**src/acs_pkg.sv**
```systemverilog
// acs_pkg: register map, field layout and defaults of the audio clock synthesis configuration bank
// assumes a 16-bit word register file reached over classic wishbone, word index times four
package acs_pkg;
   localparam logic [7:0] ACS_IDX_NUM_LO = 8'h33;
   localparam logic [7:0] ACS_IDX_NUM_HI = 8'h34;
   localparam logic [7:0] ACS_IDX_DEN_LO = 8'h35;
   localparam logic [7:0] ACS_IDX_DEN_HI = 8'h36;
   localparam logic [7:0] ACS_IDX_RSV_A = 8'h37;
   localparam logic [7:0] ACS_IDX_RSV_B = 8'h38;
   localparam logic [7:0] ACS_IDX_CAP = 8'h39;
   localparam logic [7:0] ACS_IDX_RES = 8'h3a;
   localparam logic [7:0] ACS_IDX_FB_LO = 8'h3b;
   localparam logic [7:0] ACS_IDX_FB_HI = 8'h3c;
   localparam logic [7:0] ACS_IDX_REF_LO = 8'h3d;
   localparam logic [7:0] ACS_IDX_REF_HI = 8'h3e;
   localparam logic [7:0] ACS_IDX_RATE = 8'h3f;
   localparam logic [7:0] ACS_IDX_UPD = 8'h30;
   localparam int ACS_LOOP_W = 6;
   localparam int ACS_RATE_W = 3;
   localparam int ACS_UPD_BIT = 0;
   localparam logic [2:0] ACS_RATE_RST = 3'h0;
   localparam logic [2:0] ACS_RATE_384 = 3'h1;
   localparam logic [2:0] ACS_RATE_192 = 3'h3;
   localparam logic [5:0] ACS_CAP_MIN = 6'h0a;
   localparam logic [5:0] ACS_CAP_MARGIN = 6'h15;
   localparam logic [5:0] ACS_RES_MIN = 6'h20;
   localparam logic [5:0] ACS_RES_MAX = 6'h2a;
   localparam logic [15:0] ACS_DEF_NUM_LO = 16'h0001;
   localparam logic [15:0] ACS_DEF_DEN_LO = 16'h0001;
   localparam logic [15:0] ACS_DEF_FB_LO = 16'h0001;
   localparam logic [15:0] ACS_DEF_REF_LO = 16'h0001;
   localparam logic [5:0] ACS_DEF_CAP = 6'h0c;
   localparam logic [5:0] ACS_DEF_RES = 6'h22;
   typedef enum logic [2:0] {
      ACS_IDLE = 3'b001,
      ACS_ACK = 3'b010,
      ACS_HOLD = 3'b100
   } acs_bus_st_t;
endpackage

```
**src/acs_word_reg.sv**
```systemverilog
// acs_word_reg: one configuration word of W bits, 16 by default, with byte-lane write and a load-default strobe
// assumes write strobe and lanes come from the bus slave on the same clock
`timescale 1ns/10ps
module acs_word_reg
   import acs_pkg::*;
#(
   parameter int W = 16
) (
   input wire logic clk_i,
   input wire logic rst_i,
   input wire logic [W-1:0] rst_val_i,
   input wire logic load_def_i,
   input wire logic wr_i,
   input wire logic [1:0] sel_i,
   input wire logic [15:0] wdat_i,
   output logic [W-1:0] q_o
);
   logic [W-1:0] q_reg;
   logic [15:0] wide_q;
   logic [15:0] merged;
   logic [W-1:0] q_next;

   assign wide_q = 16'(q_reg);
   assign merged = {sel_i[1] ? wdat_i[15:8] : wide_q[15:8], sel_i[0] ? wdat_i[7:0] : wide_q[7:0]};
   assign q_next = load_def_i ? rst_val_i : (wr_i ? merged[W-1:0] : q_reg);

   // the default is a port, so it is loaded by the clock like any write
   always_ff @(posedge clk_i) begin
      if (rst_i) begin
         q_reg <= '0;
      end else begin
         q_reg <= q_next;
      end
   end
   assign q_o = q_reg;
endmodule // acs_word_reg

```
**src/acs_ratio_stage.sv**
```systemverilog
// acs_ratio_stage: holds a 32-bit ratio parameter in use and takes the programmed one on update when it is non-zero
// assumes the update strobe is a one-cycle pulse on the same clock
`timescale 1ns/10ps
module acs_ratio_stage
   import acs_pkg::*;
(
   input wire logic clk_i,
   input wire logic rst_i,
   input wire logic [31:0] prog_i,
   input wire logic [31:0] rst_val_i,
   input wire logic load_def_i,
   input wire logic upd_i,
   output logic [31:0] act_o
);
   logic [31:0] act_reg;
   logic [31:0] act_next;
   logic take;

   // a zero parameter keeps the value already in use
   assign take = upd_i && (prog_i != 32'h0);
   assign act_next = load_def_i ? rst_val_i : (take ? prog_i : act_reg);

   always_ff @(posedge clk_i) begin
      if (rst_i) begin
         act_reg <= 32'h0;
      end else begin
         act_reg <= act_next;
      end
   end
   assign act_o = act_reg;
endmodule // acs_ratio_stage

```
**src/acs_regs.sv**
```systemverilog
// acs_regs: audio clock synthesis configuration bank on a classic wishbone slave
// assumes defaults arrive from the rate and video standard selection logic as plain inputs
// How it works
// - a 32-bit audio ratio numerator is held and drives the synthesizer.
// - numerator low half sits at word 33h, high half at 34h.
// - 32-bit denominator with low half at 35h and high half at 36h.
// - ratio defaults follow the selected audio sample rate.
// - loop bandwidth defaults follow the selected fundamental sampling frequency.
// - feedback divide value, low half at 3Bh, high half at 3Ch.
// - reference divide value, low half at 3Dh, high half at 3Eh.
// - written divide values drive the audio genlock for manual lock.
// - divide defaults follow the selected output video standard.
// - 3-bit first audio clock rate select, reset to zero.
// - a rising update bit puts non-zero ratio values into use.
`timescale 1ns/10ps
module acs_regs
   import acs_pkg::*;
(
   input wire logic clk_i,
   input wire logic rst_i,
   input wire logic wb_cyc_i,
   input wire logic wb_stb_i,
   input wire logic wb_we_i,
   input wire logic [9:0] wb_adr_i,
   input wire logic [3:0] wb_sel_i,
   input wire logic [31:0] wb_dat_i,
   output logic [31:0] wb_dat_o,
   output logic wb_ack_o,
   output logic wb_err_o,
   input wire logic rate_def_stb_i,
   input wire logic [31:0] def_num_i,
   input wire logic [31:0] def_den_i,
   input wire logic fs_def_stb_i,
   input wire logic [5:0] def_cap_i,
   input wire logic [5:0] def_res_i,
   input wire logic std_def_stb_i,
   input wire logic [31:0] def_fb_i,
   input wire logic [31:0] def_ref_i,
   input wire logic mid_multiple_rate_enable_i,
   output logic [31:0] audio_ratio_numerator_o,
   output logic [31:0] audio_ratio_denominator_o,
   output logic [5:0] loop_cap_o,
   output logic [5:0] loop_res_o,
   output logic [31:0] lock_feedback_div_o,
   output logic [31:0] lock_reference_div_o,
   output logic [2:0] audio_clock_out_first_rate_o,
   output logic loop_range_ok_o,
   output logic rate_sel_ok_o
);
   ////////////////////////////////////////////////////////////////////////////////
   // bus slave
   acs_bus_st_t st_reg;
   acs_bus_st_t st_next;
   logic [7:0] idx;
   logic req;
   logic hit;
   logic wr_go;
   logic [1:0] lane;
   logic [31:0] rdat_reg;
   logic [31:0] rdat_next;
   logic err_reg;

   assign idx = wb_adr_i[9:2];
   assign req = wb_cyc_i && wb_stb_i;
   assign lane = wb_sel_i[1:0];
   // reserved words are mapped but inert, so they answer with ack and read zero
   assign hit = (idx >= ACS_IDX_NUM_LO && idx <= ACS_IDX_RATE) || idx == ACS_IDX_UPD;
   assign wr_go = (st_reg == ACS_IDLE) && req && wb_we_i && hit;

   always_comb begin
      case (st_reg)
         ACS_IDLE: st_next = req ? ACS_ACK : ACS_IDLE;
         ACS_ACK: st_next = ACS_HOLD;
         ACS_HOLD: st_next = req ? ACS_HOLD : ACS_IDLE;
         default: st_next = ACS_IDLE;
      endcase
   end

   always_ff @(posedge clk_i) begin
      if (rst_i) begin
         st_reg <= ACS_IDLE;
         rdat_reg <= 32'h0;
         err_reg <= 1'b0;
      end else begin
         st_reg <= st_next;
         rdat_reg <= rdat_next;
         err_reg <= (st_reg == ACS_IDLE) && req && !hit;
      end
   end
   // one-cycle answer the edge after the request is seen; a held request waits for release
   assign wb_ack_o = (st_reg == ACS_ACK) && !err_reg;
   assign wb_err_o = (st_reg == ACS_ACK) && err_reg;
   assign wb_dat_o = rdat_reg;

   ////////////////////////////////////////////////////////////////////////////////
   // word strobes
   logic wr_num_lo;
   logic wr_num_hi;
   logic wr_den_lo;
   logic wr_den_hi;
   logic wr_cap;
   logic wr_res;
   logic wr_fb_lo;
   logic wr_fb_hi;
   logic wr_ref_lo;
   logic wr_ref_hi;
   logic wr_rate;
   logic wr_upd;
   assign wr_num_lo = wr_go && idx == ACS_IDX_NUM_LO;
   assign wr_num_hi = wr_go && idx == ACS_IDX_NUM_HI;
   assign wr_den_lo = wr_go && idx == ACS_IDX_DEN_LO;
   assign wr_den_hi = wr_go && idx == ACS_IDX_DEN_HI;
   assign wr_cap = wr_go && idx == ACS_IDX_CAP;
   assign wr_res = wr_go && idx == ACS_IDX_RES;
   assign wr_fb_lo = wr_go && idx == ACS_IDX_FB_LO;
   assign wr_fb_hi = wr_go && idx == ACS_IDX_FB_HI;
   assign wr_ref_lo = wr_go && idx == ACS_IDX_REF_LO;
   assign wr_ref_hi = wr_go && idx == ACS_IDX_REF_HI;
   assign wr_rate = wr_go && idx == ACS_IDX_RATE;
   assign wr_upd = wr_go && idx == ACS_IDX_UPD;

   ////////////////////////////////////////////////////////////////////////////////
   // programmed words
   logic [15:0] num_lo;
   logic [15:0] num_hi;
   logic [15:0] den_lo;
   logic [15:0] den_hi;
   logic [15:0] fb_lo;
   logic [15:0] fb_hi;
   logic [15:0] ref_lo;
   logic [15:0] ref_hi;
   logic [5:0] cap_q;
   logic [5:0] res_q;
   logic [2:0] rate_q;
   logic [0:0] upd_q;

   // ratio words reload on a sample rate change
   acs_word_reg u_num_lo (.clk_i(clk_i), .rst_i(rst_i), .rst_val_i(def_num_i[15:0]),
      .load_def_i(rate_def_stb_i), .wr_i(wr_num_lo), .sel_i(lane), .wdat_i(wb_dat_i[15:0]),
      .q_o(num_lo));
   acs_word_reg u_num_hi (.clk_i(clk_i), .rst_i(rst_i), .rst_val_i(def_num_i[31:16]),
      .load_def_i(rate_def_stb_i), .wr_i(wr_num_hi), .sel_i(lane), .wdat_i(wb_dat_i[15:0]),
      .q_o(num_hi));
   acs_word_reg u_den_lo (.clk_i(clk_i), .rst_i(rst_i), .rst_val_i(def_den_i[15:0]),
      .load_def_i(rate_def_stb_i), .wr_i(wr_den_lo), .sel_i(lane), .wdat_i(wb_dat_i[15:0]),
      .q_o(den_lo));
   acs_word_reg u_den_hi (.clk_i(clk_i), .rst_i(rst_i), .rst_val_i(def_den_i[31:16]),
      .load_def_i(rate_def_stb_i), .wr_i(wr_den_hi), .sel_i(lane), .wdat_i(wb_dat_i[15:0]),
      .q_o(den_hi));
   // loop controls hold only the low six bits; upper bits are expected zero
   acs_word_reg #(.W(ACS_LOOP_W)) u_cap (.clk_i(clk_i), .rst_i(rst_i), .rst_val_i(def_cap_i),
      .load_def_i(fs_def_stb_i), .wr_i(wr_cap), .sel_i(lane), .wdat_i(wb_dat_i[15:0]),
      .q_o(cap_q));
   acs_word_reg #(.W(ACS_LOOP_W)) u_res (.clk_i(clk_i), .rst_i(rst_i), .rst_val_i(def_res_i),
      .load_def_i(fs_def_stb_i), .wr_i(wr_res), .sel_i(lane), .wdat_i(wb_dat_i[15:0]),
      .q_o(res_q));
   // divide words reload on a video standard change
   acs_word_reg u_fb_lo (.clk_i(clk_i), .rst_i(rst_i), .rst_val_i(def_fb_i[15:0]),
      .load_def_i(std_def_stb_i), .wr_i(wr_fb_lo), .sel_i(lane), .wdat_i(wb_dat_i[15:0]),
      .q_o(fb_lo));
   acs_word_reg u_fb_hi (.clk_i(clk_i), .rst_i(rst_i), .rst_val_i(def_fb_i[31:16]),
      .load_def_i(std_def_stb_i), .wr_i(wr_fb_hi), .sel_i(lane), .wdat_i(wb_dat_i[15:0]),
      .q_o(fb_hi));
   acs_word_reg u_ref_lo (.clk_i(clk_i), .rst_i(rst_i), .rst_val_i(def_ref_i[15:0]),
      .load_def_i(std_def_stb_i), .wr_i(wr_ref_lo), .sel_i(lane), .wdat_i(wb_dat_i[15:0]),
      .q_o(ref_lo));
   acs_word_reg u_ref_hi (.clk_i(clk_i), .rst_i(rst_i), .rst_val_i(def_ref_i[31:16]),
      .load_def_i(std_def_stb_i), .wr_i(wr_ref_hi), .sel_i(lane), .wdat_i(wb_dat_i[15:0]),
      .q_o(ref_hi));
   // rate select has a fixed zero reset and no other default
   acs_word_reg #(.W(ACS_RATE_W)) u_rate (.clk_i(clk_i), .rst_i(rst_i), .rst_val_i(ACS_RATE_RST),
      .load_def_i(1'b0), .wr_i(wr_rate), .sel_i(lane), .wdat_i(wb_dat_i[15:0]),
      .q_o(rate_q));
   acs_word_reg #(.W(1)) u_upd (.clk_i(clk_i), .rst_i(rst_i), .rst_val_i(1'b0),
      .load_def_i(1'b0), .wr_i(wr_upd), .sel_i(lane), .wdat_i(wb_dat_i[15:0]),
      .q_o(upd_q));

   ////////////////////////////////////////////////////////////////////////////////
   // update edge and ratio in use
   logic upd_d_reg;
   logic upd_rise;
   always_ff @(posedge clk_i) begin
      if (rst_i) begin
         upd_d_reg <= 1'b0;
      end else begin
         upd_d_reg <= upd_q[0];
      end
   end
   // only a low to high change of the bit moves values; holding it high does nothing
   assign upd_rise = upd_q[0] && !upd_d_reg;

   acs_ratio_stage u_num_use (.clk_i(clk_i), .rst_i(rst_i), .prog_i({num_hi, num_lo}),
      .rst_val_i(def_num_i), .load_def_i(rate_def_stb_i), .upd_i(upd_rise),
      .act_o(audio_ratio_numerator_o));
   acs_ratio_stage u_den_use (.clk_i(clk_i), .rst_i(rst_i), .prog_i({den_hi, den_lo}),
      .rst_val_i(def_den_i), .load_def_i(rate_def_stb_i), .upd_i(upd_rise),
      .act_o(audio_ratio_denominator_o));

   ////////////////////////////////////////////////////////////////////////////////
   // outputs to the genlock and clock generators
   assign loop_cap_o = cap_q;
   assign loop_res_o = res_q;
   // divide values feed the genlock directly, no update strobe needed
   assign lock_feedback_div_o = {fb_hi, fb_lo};
   assign lock_reference_div_o = {ref_hi, ref_lo};
   assign audio_clock_out_first_rate_o = rate_q;
   // status only: a misprogrammed loop is flagged, not corrected
   assign loop_range_ok_o = (res_q >= ACS_RES_MIN) && (res_q <= ACS_RES_MAX)
      && (cap_q >= ACS_CAP_MIN) && ({1'b0, cap_q} + {1'b0, ACS_CAP_MARGIN} <= {1'b0, res_q});
   // 384fs and 192fs need the enable from the audio control word
   assign rate_sel_ok_o = !((rate_q == ACS_RATE_384 || rate_q == ACS_RATE_192)
      && !mid_multiple_rate_enable_i);

   ////////////////////////////////////////////////////////////////////////////////
   // read mux
   logic [15:0] rword;
   always_comb begin
      case (idx)
         ACS_IDX_NUM_LO: rword = num_lo;
         ACS_IDX_NUM_HI: rword = num_hi;
         ACS_IDX_DEN_LO: rword = den_lo;
         ACS_IDX_DEN_HI: rword = den_hi;
         ACS_IDX_CAP: rword = 16'(cap_q);
         ACS_IDX_RES: rword = 16'(res_q);
         ACS_IDX_FB_LO: rword = fb_lo;
         ACS_IDX_FB_HI: rword = fb_hi;
         ACS_IDX_REF_LO: rword = ref_lo;
         ACS_IDX_REF_HI: rword = ref_hi;
         ACS_IDX_RATE: rword = 16'(rate_q);
         ACS_IDX_UPD: rword = 16'(upd_q);
         default: rword = 16'h0000;
      endcase
   end
   // the value the word holds when the request is seen comes back
   assign rdat_next = (st_reg == ACS_IDLE && req && !wb_we_i) ? {16'h0000, rword} : rdat_reg;
endmodule // acs_regs

```
**config.mk**
```make
export PLATFORM = sky130hd
export DESIGN_NAME = acs_regs
export DESIGN_NICKNAME = d
export VERILOG_FILES = /design/src/acs_pkg.sv /design/src/acs_word_reg.sv /design/src/acs_ratio_stage.sv /design/src/acs_regs.sv
export SDC_FILE = /design/constraint.sdc
export NUM_CORES = 1
export LEC_CHECK = 0
export BUFFER_PORTS_ARGS = -buffer_cell sky130_fd_sc_hd__buf_2
export CORE_ASPECT_RATIO = 0.6
export CORE_UTILIZATION = 25
export CTS_BUF_LIST = sky130_fd_sc_hd__clkbuf_8
export CTS_CLUSTER_SIZE = 10
export DETAILED_ROUTE_END_ITERATION = 10
export GPL_ROUTABILITY_DRIVEN = 0
export HOLD_SLACK_MARGIN = 0.05
export PLACE_DENSITY = 0.51
export SLEW_MARGIN = 20
export SYNTH_ARGS = -nofsm -noshare
export SYNTH_HDL_FRONTEND = slang
export SYNTH_SLANG_ARGS = --single-unit
```
**constraint.sdc**
```tcl
create_clock -name clk_i -period 5.1 [get_ports clk_i]
set_clock_uncertainty 0.2 [all_clocks]
set_input_delay 0.51 -clock clk_i [delete_from_list [all_inputs] [get_ports clk_i]]
set_output_delay 0.51 -clock clk_i [all_outputs]
set_load 0.005 [all_outputs]
```
==> impl_results.md <==
- Slowest cell on crit path: a2111oi_0
- Startpoint Class: register
- Buffers on Ports: 337
- Initial DRC count: 1162
- Drt drc: 0
- Yosys warnings: 0
- Final max-slew violation count: 0
- Worst path cell trace: ha_1 -> o21ai_0 -> xor2_1 -> ha_1 -> o21a_1 -> o22ai_1 -> a21oi_1 -> a2111oi_0 -> buf_2
- Vias in the first global route: 12200
- FP Rows: 62
- Status: finished clean
- Relative slew slack: 28.1%
- P per Cell Area: 307 nW/um^2
- Final Cycle Share: 76.8%
- Area of the multi-input gates: 6900 sq um
- Worst slack, placed: 1.56 ns
- Detailed-route wire length: 58700 microns
- Combinational power share: 15.5%
- Post-Syn Area per Cell: 8.09 sq um
- FILL cells: 5158
- Seq/Total Area, Yosys: 37.7%
- Drt pass-1 iters: 7
- Layout cell share with drive strength beyond 1: 26.2%
- FFs w/ async S/R, synth: 0%
- Worst hold path class: input port to register
- Final setup vio count: 0
- RSZ-0062 raised after global routing: false
- Syn-to-layout area delta: 26.4%
- Largest area contributor in the netlist: dfxtp_1
- Total I/O pin count: 374
- NumNets Final: 2007
- CTS tree: yes
- Leakage Power: 6.30 nW
- TNS Setup: 0 ns
- Drt wl/cell: 23.7 microns
- Starting Density: 25.4%
- Num CTS Buffers: 43
- EDFF count, synth: 0
- Root Buffer: clkbuf_8
- Ranking of synthesized cells by area: dfxtp_1, a21oi_1, a211oi_1
- Peak VDD IR: 0.153 mV
- Core area: 47900 sq um
- Sw frac: 30.3%
- Longest Clk Path Bufs: 3
- Cell repeated most along the worst path: ha_1
- Yosys top cell area share: 37.7%
- Crit path max fanout: 7
- Post-DP HPWL: 44700 microns
- Synth unique cells: 70
- Resized Gates After CTS: 0
- Clk pwr share: 41.3%
- Final worst slack: 1.18 ns
- P_sw: 0.00143 W
- Post-layout min period: 3.92 ns
- Reg clk slew, reported paths: 0.06 ns
- Sequential Power Share: 43.3%
- Most frequent cell after synthesis: dfxtp_1
- #FFs+latches synth: 229
- Full die area: 49600 sq um
- Clock sink count: 229
- Via density: 5.28
- Flip-flop and latch area: 4580 sq um
- Ys flop type: dfxtp_1
- Most instantiated cells after synthesis: dfxtp_1, a21oi_1, nor2_1, a211oi_1, nand2_1
- Worst skew pair latency: 0.59 ns
- GRT overflow: 0
- Worst-margin pin slew: 1.08 ns
- Total track usage: 22.6%
- Critical Path RT: 4.39 ns
- First-pass GRT wire length: 82700 microns
- Largest net degree at the start of global routing: 94
- Fmax: 255 MHz
- Die height: 173 microns
- CP peak stage delay: 0.60 ns
- H-tree depth: 2
- Initial antenna violation count: 11
- CP Class: register to output port
- Mapped Area: 12200 sq um
- WP data arrival: 3.21 ns
- Mapped Cells: 1504
- Critical Path End Type: output port
- Maximum Capacitance Violations: 0
- P_int: 0.00329 W
- Via count: 13100
- Final antenna-violating net count: 0
- Die Wd: 287 microns
- Final hold vios: 0
## critical path: cells and delay by family (launching register included)
family,cells,cell delay (ns)
adder cells (fa/ha/maj),2,0.55
buffers and inverters,1,0.23
flip-flops,1,0.43
AO/OA/AOI/OAI,5,1.21
XOR/XNOR,1,0.21
## layer usage
| layer | up-vias | global-route usage (%) | wire (microns) |
|---|---|---|---|
| met5 | - | 0 | 38 |
| met4 | 6 | 4.39 | 927 |
| met3 | 74 | 8.11 | 6160 |
| met2 | 615 | 33.1 | 24700 |
| met1 | 6308 | 31.8 | 26800 |
| li1 | 6072 | - | - |
## path summary, 6_finish.rpt
check	from	end	slack, ns	depth (start not counted)
setup / recovery	u_cap.q_o[0]	loop_range_ok_o	1.18	9
hold / removal	def_ref_i[11]	u_ref_lo.q_o[11]	0.08	3
setup reg to reg	st_reg[0]	u_den_hi.q_o[3]	1.98	5
hold reg to reg	wb_dat_o[10]	wb_dat_o[10]	0.26	2
## per-stage QoR
stage	area (sq um)	instances	hold slack, ns	total power (W)	utilization (%)
after floorplan	12200	1519	0.249	0.00243	-
after global placement	14300	2380	0.248	0.00277	29.8
after detailed placement	14300	2380	0.243	0.00279	29.8
after CTS	15400	2470	0.0510	0.00476	32.0
after global routing	15400	2473	0.0703	0.00492	32.0
final	15400	2478	0.0789	0.00472	32.1
## layout make-up
type	instances	share of cell area, %
Multi-Input combinational cell	1120	44.9
Clock buffer	50	4.48
Sequential cell	229	29.8
Timing Repair Buffer	381	13.5
Antenna cell	7	0.114
Inverter	29	0.708
Clock inverter	22	1.33
Tap cell	640	5.21
## kinds of logic after synthesis
group / Yosys count / share of synthesized area [%]
AOI/OAI and AO/OA: 526 / 28.8
xor gates and xnor gates: 7 / 0.504
adders and majority gates: 8 / 0.823
buffers and inverters: 170 / 6.21
DFF: 229 / 37.7
muxes: 44 / 3.69
other: 1 / 0.0308
and+or+nand+nor: 519 / 22.3
## cell usage in the layout, fill, tap and decap left out, types with 7 or more instances in the layout
master,count
buf_2,335
dfxtp_1,229
a21oi_1,204
nor2_1,135
a211oi_1,122
nand2_1,111
o21ai_0,82
and2_1,66
nor3b_1,58
clkbuf_8,50
nor2b_1,41
inv_1,37
mux2i_1,37
buf_4,27
or2_2,18
dlygate4sd3_1,18
nor4_1,17
nand3_1,16
a221oi_1,16
conb_1,16
nor3_1,13
nand4_1,12
a211oi_2,10
a22oi_1,10
o31a_1,9
nand2b_1,8
a22o_1,8
ha_1,8
diode_2,7
mux2_2,7
## what timing repair did
action | in CTS | in global routing
setup buffers | 0 | 0
hold buffers | 18 | 0
endpoints found under the hold margin | 19 | 0
## power groups by stage
stage	logic, W	registers (W)	clock network (W)
detailed placement	0.000709	0.00208	0
CTS	0.000724	0.00204	0.00200
global placement	0.000699	0.00208	0
global route	0.000795	0.00205	0.00207
finish	0.000729	0.00204	0.00195
floorplan	0.000417	0.00201	0
(Power assumes the default switching activity.)
